[config.mk]
export PLATFORM = sky130hd
export DESIGN_NAME = ssx_exec
export DESIGN_NICKNAME = d
export VERILOG_FILES = /design/src/design/ssx_pkg.sv /design/src/design/ssx_alu.sv /design/src/design/ssx_exec.sv
export SDC_FILE = /design/constraint.sdc
export NUM_CORES = 1
export LEC_CHECK = 0
export ABC_AREA = 1
export BUFFER_PORTS_ARGS = -buffer_cell sky130_fd_sc_hd__buf_2
export CAP_MARGIN = 20
export CORE_AREA = 2 2 74 76
export CTS_CLUSTER_DIAMETER = 80
export DETAILED_ROUTE_END_ITERATION = 8
export DIE_AREA = 0 0 76 78
export PLACE_DENSITY = 0.88
export SLEW_MARGIN = 20
export SYNTH_ARGS = -nofsm -noshare
export SYNTH_HDL_FRONTEND = slang
export SYNTH_SLANG_ARGS = --single-unit
[constraint.sdc]
create_clock -name I_SYS_CLK -period 2 [get_ports I_SYS_CLK]
set_clock_uncertainty 0.2 [all_clocks]
set_input_delay 0.4 -clock I_SYS_CLK [delete_from_list [all_inputs] [get_ports I_SYS_CLK]]
set_output_delay 0.4 -clock I_SYS_CLK [all_outputs]
set_load 0.05 [all_outputs]
[src/design/ssx_pkg.sv]
// Package for the nibble-exchange, zero-skip, table-read and xor execution unit.
// Assumes one instruction clock; operation codes are local to this unit.
package ssx_pkg;

  typedef enum logic [3:0] {
    SSX_OP_NONE     = 4'h0,
    SSX_OP_SWAP_MEM = 4'h1,
    SSX_OP_SWAP_ACC = 4'h2,
    SSX_OP_SKIP_Z   = 4'h3,
    SSX_OP_COPY_SKZ = 4'h4,
    SSX_OP_SKIP_BIT = 4'h5,
    SSX_OP_TAB_CUR  = 4'h6,
    SSX_OP_TAB_LAST = 4'h7,
    SSX_OP_XOR_ACC  = 4'h8,
    SSX_OP_XOR_MEM  = 4'h9,
    SSX_OP_XOR_IMM  = 4'ha
  } ssx_op_type;

  typedef enum logic [1:0] {
    SSX_ST_IDLE  = 2'b00,
    SSX_ST_TABLE = 2'b01,
    SSX_ST_DUMMY = 2'b10
  } ssx_state_type;

  localparam logic [7:0] SSX_ACC_RESET  = 8'h00;
  localparam logic [7:0] SSX_TABLE_HIGH_LATCH_RESET = 8'h00;
  localparam logic       SSX_Z_RESET    = 1'b0;
  localparam logic [7:0] SSX_WDATA_RESET = 8'h00;

endpackage : ssx_pkg

[src/design/ssx_alu.sv]
// Combinational data path: nibble exchange, xor and zero tests.
// Assumes operands are presented in the same cycle the result is used.
module ssx_alu (
  // Operands
  input  wire logic [7:0] i_acc,
  input  wire logic [7:0] i_mem,
  input  wire logic [7:0] i_imm,
  input  wire logic [2:0] i_bit_sel,
  // Results
  output logic      [7:0] o_swapped,
  output logic      [7:0] o_xor_mem,
  output logic      [7:0] o_xor_imm,
  output logic            o_mem_zero,
  output logic            o_bit_zero
);

  always_comb begin
    o_swapped  = {i_mem[3:0], i_mem[7:4]};
    o_xor_mem  = i_acc ^ i_mem;
    o_xor_imm  = i_acc ^ i_imm;
    o_mem_zero = (i_mem == 8'h00);
    o_bit_zero = ~i_mem[i_bit_sel];
  end

endmodule : ssx_alu

[src/design/ssx_exec.sv]
// Execution unit for nibble exchange, zero skips, table reads and xor.
// Assumes the core presents one decoded operation per cycle with its memory
// operand already read, and accepts a one-cycle memory write strobe back.
module ssx_exec #(
  parameter int PC_WIDTH   = 13,
  parameter bit HAS_PTR_HI = 1'b1
) (
  // Clock and reset
  input  wire logic                I_SYS_CLK,
  input  wire logic                I_RST,
  // Decoded operation
  input  wire logic                i_op_valid,
  input  ssx_pkg::ssx_op_type      i_op,
  input  wire logic [7:0]          i_mem_data,
  input  wire logic [7:0]          i_imm,
  input  wire logic [2:0]          i_bit_sel,
  // Table pointers
  input  wire logic [7:0]          i_table_pointer_low,
  input  wire logic [7:0]          i_table_pointer_high,
  // Program memory read port
  output logic [PC_WIDTH-1:0]      o_prog_addr,
  output logic                     o_prog_rd,
  input  wire logic [15:0]         i_prog_data,
  // Memory write-back
  output logic                     o_mem_we,
  output logic [7:0]               o_mem_wdata,
  // Core state
  output logic [7:0]               o_acc,
  output logic                     o_zero_flag,
  output logic [7:0]               o_table_high_latch,
  output logic                     o_busy,
  output logic                     o_skip_dummy
);

  localparam int LOW_BITS = (PC_WIDTH < 8) ? PC_WIDTH : 8;

  ssx_pkg::ssx_state_type state;
  ssx_pkg::ssx_state_type next_state;
  logic [7:0]             acc;
  logic [7:0]             next_acc;
  logic                   zero_flag;
  logic                   next_zero_flag;
  logic [7:0]             table_high_latch;
  logic [7:0]             next_table_high_latch;
  logic                   mem_we;
  logic                   next_mem_we;
  logic [7:0]             mem_wdata;
  logic [7:0]             next_mem_wdata;
  logic [PC_WIDTH-1:0]    prog_addr;
  logic [PC_WIDTH-1:0]    next_prog_addr;
  logic [7:0]             swapped;
  logic [7:0]             xor_mem;
  logic [7:0]             xor_imm;
  logic                   mem_zero;
  logic                   bit_zero;
  logic [15:0]            ptr_full;
  logic [PC_WIDTH-1:0]    addr_cur;
  logic [PC_WIDTH-1:0]    addr_last;
  logic                   op_taken;

  ssx_alu i_ssx_alu (
    .i_acc      (acc),
    .i_mem      (i_mem_data),
    .i_imm      (i_imm),
    .i_bit_sel  (i_bit_sel),
    .o_swapped  (swapped),
    .o_xor_mem  (xor_mem),
    .o_xor_imm  (xor_imm),
    .o_mem_zero (mem_zero),
    .o_bit_zero (bit_zero)
  );

  // Without a high pointer the upper bits of addr_cur stay zero; addr_last always sets them to ones
  always_comb begin
    ptr_full  = HAS_PTR_HI ? {i_table_pointer_high, i_table_pointer_low}
                           : {8'h00, i_table_pointer_low};
    addr_cur  = ptr_full[PC_WIDTH-1:0];
    addr_last = '1;
    addr_last[LOW_BITS-1:0] = i_table_pointer_low[LOW_BITS-1:0];
  end

  // Taken only while idle; an operation offered while busy is dropped
  always_comb begin
    op_taken = i_op_valid && (state == ssx_pkg::SSX_ST_IDLE);
  end

  // Sequencing group: the table fetch cycle and the dummy cycle of a skip
  always_comb begin
    next_state     = state;
    next_prog_addr = prog_addr;
    unique case (state)
      ssx_pkg::SSX_ST_IDLE: begin
        if (op_taken) begin
          unique case (i_op)
            ssx_pkg::SSX_OP_SKIP_Z: begin
              if (mem_zero) begin
                next_state = ssx_pkg::SSX_ST_DUMMY;
              end
            end
            ssx_pkg::SSX_OP_COPY_SKZ: begin
              if (mem_zero) begin
                next_state = ssx_pkg::SSX_ST_DUMMY;
              end
            end
            ssx_pkg::SSX_OP_SKIP_BIT: begin
              if (bit_zero) begin
                next_state = ssx_pkg::SSX_ST_DUMMY;
              end
            end
            ssx_pkg::SSX_OP_TAB_CUR: begin
              next_prog_addr = addr_cur;
              next_state     = ssx_pkg::SSX_ST_TABLE;
            end
            ssx_pkg::SSX_OP_TAB_LAST: begin
              next_prog_addr = addr_last;
              next_state     = ssx_pkg::SSX_ST_TABLE;
            end
            default: begin
            end
          endcase
        end
      end
      // Program word is captured at the end of the cycle in which the address is issued
      ssx_pkg::SSX_ST_TABLE: begin
        next_state = ssx_pkg::SSX_ST_IDLE;
      end
      // Dummy cycle replaces the skipped instruction
      ssx_pkg::SSX_ST_DUMMY: begin
        next_state = ssx_pkg::SSX_ST_IDLE;
      end
      default: begin
        next_state = ssx_pkg::SSX_ST_IDLE;
      end
    endcase
  end

  always_ff @(posedge I_SYS_CLK) begin
    if (I_RST) begin
      state     <= ssx_pkg::SSX_ST_IDLE;
      prog_addr <= '0;
    end else begin
      state     <= next_state;
      prog_addr <= next_prog_addr;
    end
  end

  // Data group: accumulator, zero flag, table-high latch and write-back.
  // Only the xor operations touch the zero flag; the rest leave it alone.
  always_comb begin
    next_acc       = acc;
    next_zero_flag = zero_flag;
    next_table_high_latch      = table_high_latch;
    next_mem_we    = 1'b0;
    next_mem_wdata = mem_wdata;
    if (state == ssx_pkg::SSX_ST_TABLE) begin
      next_mem_we    = 1'b1;
      next_mem_wdata = i_prog_data[7:0];
      next_table_high_latch      = i_prog_data[15:8];
    end else if (op_taken) begin
      unique case (i_op)
        ssx_pkg::SSX_OP_SWAP_MEM: begin
          next_mem_we    = 1'b1;
          next_mem_wdata = swapped;
        end
        ssx_pkg::SSX_OP_SWAP_ACC: begin
          next_acc = swapped;
        end
        // The copy lands whether or not the skip is taken
        ssx_pkg::SSX_OP_COPY_SKZ: begin
          next_acc = i_mem_data;
        end
        ssx_pkg::SSX_OP_XOR_ACC: begin
          next_acc       = xor_mem;
          next_zero_flag = (xor_mem == 8'h00);
        end
        ssx_pkg::SSX_OP_XOR_MEM: begin
          next_mem_we    = 1'b1;
          next_mem_wdata = xor_mem;
          next_zero_flag = (xor_mem == 8'h00);
        end
        ssx_pkg::SSX_OP_XOR_IMM: begin
          next_acc       = xor_imm;
          next_zero_flag = (xor_imm == 8'h00);
        end
        default: begin
        end
      endcase
    end
  end

  always_ff @(posedge I_SYS_CLK) begin
    if (I_RST) begin
      acc       <= ssx_pkg::SSX_ACC_RESET;
      zero_flag <= ssx_pkg::SSX_Z_RESET;
      table_high_latch      <= ssx_pkg::SSX_TABLE_HIGH_LATCH_RESET;
      mem_we    <= 1'b0;
      mem_wdata <= ssx_pkg::SSX_WDATA_RESET;
    end else begin
      acc       <= next_acc;
      zero_flag <= next_zero_flag;
      table_high_latch      <= next_table_high_latch;
      mem_we    <= next_mem_we;
      mem_wdata <= next_mem_wdata;
    end
  end

  always_comb begin
    o_acc              = acc;
    o_zero_flag        = zero_flag;
    o_table_high_latch = table_high_latch;
    o_mem_we           = mem_we;
    o_mem_wdata        = mem_wdata;
    o_prog_addr        = prog_addr;
    o_prog_rd          = (state == ssx_pkg::SSX_ST_TABLE);
    o_skip_dummy       = (state == ssx_pkg::SSX_ST_DUMMY);
    o_busy             = (state != ssx_pkg::SSX_ST_IDLE);
  end

endmodule : ssx_exec

# Yosys cells after proc, flatten, opt, wreduce, memory -nomap -nowiden
# Cells that the tools add are included.
dict set report totals {
  reg_bits 41
  inputBits 58
  out_inout_bits 42
  word_cells 62
}
dict set report op_classes {
  magnitude_cmp 1
  n_eq_ne 14
  n_mux 14
  bitwise_logic 4
  reduce_logical 22
}
# operator n
set op_table {}
lappend op_table {{8-bit one-hot mux with 4 select lines} 1}
lappend op_table {{13-bit one-hot mux with 2 select lines} 1}
lappend op_table {{8-bit logical NOT} 3}
lappend op_table {{4-bit by 3-bit equality test with 1-bit output (second input constant)} 4}
lappend op_table {{8-bit 2-to-1 mux} 2}
lappend op_table {{8-bit one-hot mux with 2 select lines} 1}
lappend op_table {{8-bit bitwise XOR} 2}
lappend op_table {{4-bit equality test (second input constant)} 3}
lappend op_table {{2-bit OR reduction} 5}
lappend op_table {{3-bit AND reduction} 3}
lappend op_table {{4-bit by 2-bit equality test with 1-bit output (second input constant)} 2}
lappend op_table {{2-bit nonzero test} 4}
lappend op_table {{2-bit one-hot mux with 3 select lines} 1}
lappend op_table {{3-bit nonzero test} 2}
lappend op_table {{4-bit by 1-bit equality test with 1-bit output (second input constant)} 1}
lappend op_table {{3-bit by 4-bit less-than comparator with 1-bit output (second input constant)} 1}
lappend op_table {{1-bit 2-to-1 mux} 4}
lappend op_table {{2-bit 2-to-1 mux} 2}
lappend op_table {{4-bit AND reduction} 1}
lappend op_table {{4-bit nonzero test} 1}
lappend op_table {{1-bit binary-select mux with 3-bit select} 1}
lappend op_table {{2-bit by 1-bit equality test with 1-bit output (second input constant)} 1}
lappend op_table {{2-bit equality test (second input constant)} 1}
lappend op_table {{2-bit logical NOT} 1}
lappend op_table {{6 further kinds} 7}

# Longest topological paths before layout
dict set report logic_depth {
  ltp_word 5
  ltp_mapped 10
  depth_no_buf 9
}

# Modules after synthesis
# A second synthesis with hierarchy kept.
dict set report unflattened {
  cells_unflattened 404
  hier_area_um2 2531.2
}
# mod instances cells_each area_each_um2 seq_area_each_um2
set modules_own_cells {}
lappend modules_own_cells {ssx_exec 1 353 2224.6 820.8}
lappend modules_own_cells {ssx_alu 1 51 306.5 0.0}

# Least setup slack after synthesis
# No wires, ideal clock.
dict set report synth_path {
  kind {flip-flop to output port}
  from {reg state[0]}
  to {out o_prog_rd}
  arrival_time_ns 1.225
  t_required_ns 1.400
  setup_slack_ns 0.175
  path_stages_with_launch 4
  path_buffers 1
  path_cell_list {dfxtp_1 > inv_2 > nor2_2 > clkbuf_1}
}
dict set report synth_via {
  elab_chain_len 1
}
# item line_no
set synth_rtl {}
lappend synth_rtl {{start: declaration} ssx_exec.sv:37} ;# ssx_pkg::ssx_state_type state;
lappend synth_rtl {{start signal: assignment} ssx_exec.sv:139} ;# state <= ssx_pkg::SSX_ST_IDLE;
lappend synth_rtl {{start signal: assignment} ssx_exec.sv:142} ;# state <= next_state;
lappend synth_rtl {{2-bit by 1-bit equality test with 1-bit output} ssx_exec.sv:214} ;# o_prog_rd = (state == ssx_pkg::SSX_ST_TABLE);
lappend synth_rtl {{end: declaration} ssx_exec.sv:22} ;# output logic o_prog_rd,
# No other way between the ends.

# Final worst setup path
# Ends and elaborated chain as after synthesis.

==> key figures <==
Floorplanning
  – Core Rows: 26
  – Die height: about 78 um
  – Initial Util: 0.474
  – Full die area: roughly 0.006 mm2
  – Chip Width: 76 um
  – Core ar.: 0.00504 mm2
  – Io pins: 100

Setup path
  – Levels on crit path: 3
  – Worst Path Required: 1400 ps
  – Reg2Reg Launch Point: state[1]
  – R2R cell count: 8
  – WS Path Type: reg -> out
  – Critical Path AT: 1280 ps
  – Worst path max stage delay: 360 ps
  – Worst path top cell family by delay: buffers and inverters
  – Internal reg-to-reg setup slack: 300 ps
  – Type of origin of the critical path: flip-flop
  – Critical path origin: state[0]
  – Critical-path maximum fanout: 7
  – Crit-path cells: inv_2, nor2_2, buf_2
  – Worst Path Buf+Inv: 2
  – Crit path max-delay cell type: dfxtp_1
  – Critical Path Sink: o_prog_rd
  – Endpoint class of the critical path: output pin
  – R2r endpoint: o_acc[4]

Finish
  – Layout cell share with drive strength beyond 1: 0.268
  – Post-route insts no fill: approximately 560
  – Area growth, synth to finish: 27.3%
  – Highest-count cells in the layout ignoring fill and taps: 96 x buf_2, 86 x nand2_1, 84 x nor2_1, 41 x dfxtp_1, 36 x inv_1
  – Leading cell type in the layout, fill and taps excluded: buf_2
  – Diode count: 0
  – Layout net count: 543

Logic synthesis
  – Synthesized Nets: 446
  – Synth top area share: 0.343
  – Mapped Area: 0.00239 mm2
  – Synth Area in Compound Gates: 0.153
  – Top cells by area, synth: dfxtp_1 34%, nand2_1 14%, nor2_1 13%, o21ai_0 6.3%, inv_1 5.7%
  – Synth Area in Adders: 0
  – Post-Synth Simple-Gate Area: 0.391
  – Synthesized flop and latch total: 41
  – Distinct cells, synth: 28
  – Xor and xnor fraction of the mapped netlist area: 0.0147
  – Number of warnings issued by yosys: 0
  – Syn Area/Cell: 6.16 um2
  – Sequential fraction of the synthesis area: 0.343
  – Largest area contributor in the netlist: dfxtp_1
  – Main combinational cell family by area after synthesis: simple AND/OR/NAND/NOR gates
  – Post-synthesis mux area share: 0
  – Post-Synthesis Cells: 388

STA
  – Relative slew slack: 0.779
  – RSZ-0062 raised after global routing: no
  – Final setup fails: 0
  – Post-route setup TNS: 0 ps
  – Fin. max-slew vios: 0
  – Final period utilization: 0.939
  – Crit path time final: roughly 1900 ps
  – Worst-Margin Slew: 331 ps
  – Max Clock Freq: 533 MHz
  – Hold Vio Cnt, Final: 0

Flow run
  – Max-cap violation count: 0

Clocking
  – Insertion delay to the later sink of the worst-skew pair: 290 ps
  – CTS Sinks: between 40 and 50
  – CTS Hold Buffers Added: 0
  – CTS tree: yes
  – CTS Buf Count: 5
  – Root buffer cell: clkbuf_8
  – Post-CTS setup buffer count: 0
  – # resized after CTS: 0
  – Clock slew at reported path FFs: 80 ps
  – Htree depth: 2
  – Clock buffer depth: 2

Routing
  – TritonRoute pass-1 iters: 5
  – Wirelength per Cell: approximately 12 um
  – Detailed-route via count: 2809
  – Final ANT Viol Nets: 0
  – Via density: ~5.1
  – WL final: 6720 um
  – DRC violations left: 0
  – Initial detailed-routing violation count: 138

Status
  – Outcome: finished, final reports clean

Placement
  – RD Place Congestion: 0.884
  – Placed wire-length estimate: around 5200 um
  – Placed cells: 548
  – Port Buf Inserts: 96

GRT
  – First-pass GRT wire length: 10900 um
  – GRT Resource Usage Total: 0.228
  – Vias in the first global route: 2530
  – Initial antenna violation count: 0
  – Total gr overflow: 0
  – Largest net degree at the start of global routing: 19

Power
  – Static Leakage: 1.72 nW
  – PD cells: 671 mW/mm2
  – Peak VDD IR: 0.359 mV

Min path
  – Worst hold path class: in -> reg
==> power by group <==
group / internal [mW] / leakage (nW) / switching (mW) / total, mW
Clock: 0.363 / 0.0540 / 0.287 / 0.650
Sequential: 0.855 / 0.334 / 0.0264 / 0.882
Combinational: 0.151 / 1.33 / 0.360 / 0.511
Total: 1.37 / 1.72 / 0.673 / 2.04
==> logic make-up after synthesis <==
kind of cell	count (synthesis)
compound gates	68
xor+xnor	4
buf+inv	56
flops	41
simple gates	219
==> through the flow <==
step	setup slack, ps	cell area (um2)	util	hold slack (ps)	total power, mW
2_1_floorplan	175	2390	-	272	1.25
3_3_place_gp	203	2940	0.583	285	1.39
3_5_place_dp	157	2940	0.583	293	1.41
4_1_cts	107	3040	0.603	93.7	2.05
5_1_grt	25.8	3040	0.603	80.6	2.15
6_report	122	3040	0.603	98.4	2.04
==> area by class of cell <==
cell class	instances	area, um2
Tap cell	70	87.6
Timing Repair Buffer	102	526
Clock buffer	5	68.8
Inverter	44	168
Fill cell	495	2000
Clock inverter	2	35.0
Sequential cell	41	821
Multi-Input combinational cell	291	1340
==> worst register-to-register path, stage by stage (launching register included) <==
cell     delay [ps]
dfxtp_1         330
inv_1           110
nand3_1         260
inv_1           210
nand2_4         100
inv_4           130
nand2_1          70
nor2_1          140
nor2_1           50
==> layer usage <==
layer | part of all wire | wire [um] | vias to the layer above | global-route usage
li1 | - | - | 1427 | -
met1 | 0.42 | 2820 | 1224 | 0.274
met2 | 0.47 | 3170 | 140 | 0.390
met3 | 0.083 | 559 | 18 | 0.0593
met4 | 0.026 | 175 | 0 | 0.0909
met5 | 0 | 0 | - | 0
==> Yosys cell counts <==
| cell | instances |
|---|---|
| xnor2_1 | 1 |
| inv_1 | 36 |
| nor2_2 | 2 |
| nor3_1 | 8 |
| nand2_1 | 86 |
| o21ai_0 | 30 |
| clkbuf_1 | 5 |
| inv_2 | 7 |
| buf_6 | 1 |
| o211ai_1 | 6 |
| nor2_4 | 3 |
| inv_4 | 1 |
| dfxtp_1 | 41 |
| nor2_1 | 84 |
| nand3b_1 | 1 |
| or2_0 | 1 |
| a21oi_1 | 22 |
| nand3_1 | 26 |
| o21ai_4 | 1 |
| buf_4 | 2 |
| nand2_4 | 2 |
| o21ai_1 | 9 |
| buf_2 | 4 |
| nand4_1 | 1 |
| nand3_2 | 1 |
| nand2_2 | 3 |
| nor3_2 | 1 |
| xor2_1 | 3 |
==> flip-flops by register name, summed over array words and instances (netlist names) <==
register and cells:
o_table_high_latch 8, state 2, o_mem_wdata 8, o_zero_flag 1
o_acc 8, o_mem_we 1, o_prog_addr 13
==> how the worst min path moves through the flow <==
stage / from / endpoint / cells past startpoint
3_3_place_gp: o_table_high_latch[0] / o_table_high_latch[0] / 2
3_5_place_dp: o_prog_addr[2] / o_prog_addr[2] / 2
2_1_floorplan: I_RST / o_mem_we / 1
6_report: I_RST / o_mem_we / 2
5_1_grt: I_RST / o_mem_we / 2
4_1_cts: I_RST / o_mem_we / 2
No activity file was read; power rests on OpenSTA's default activity.
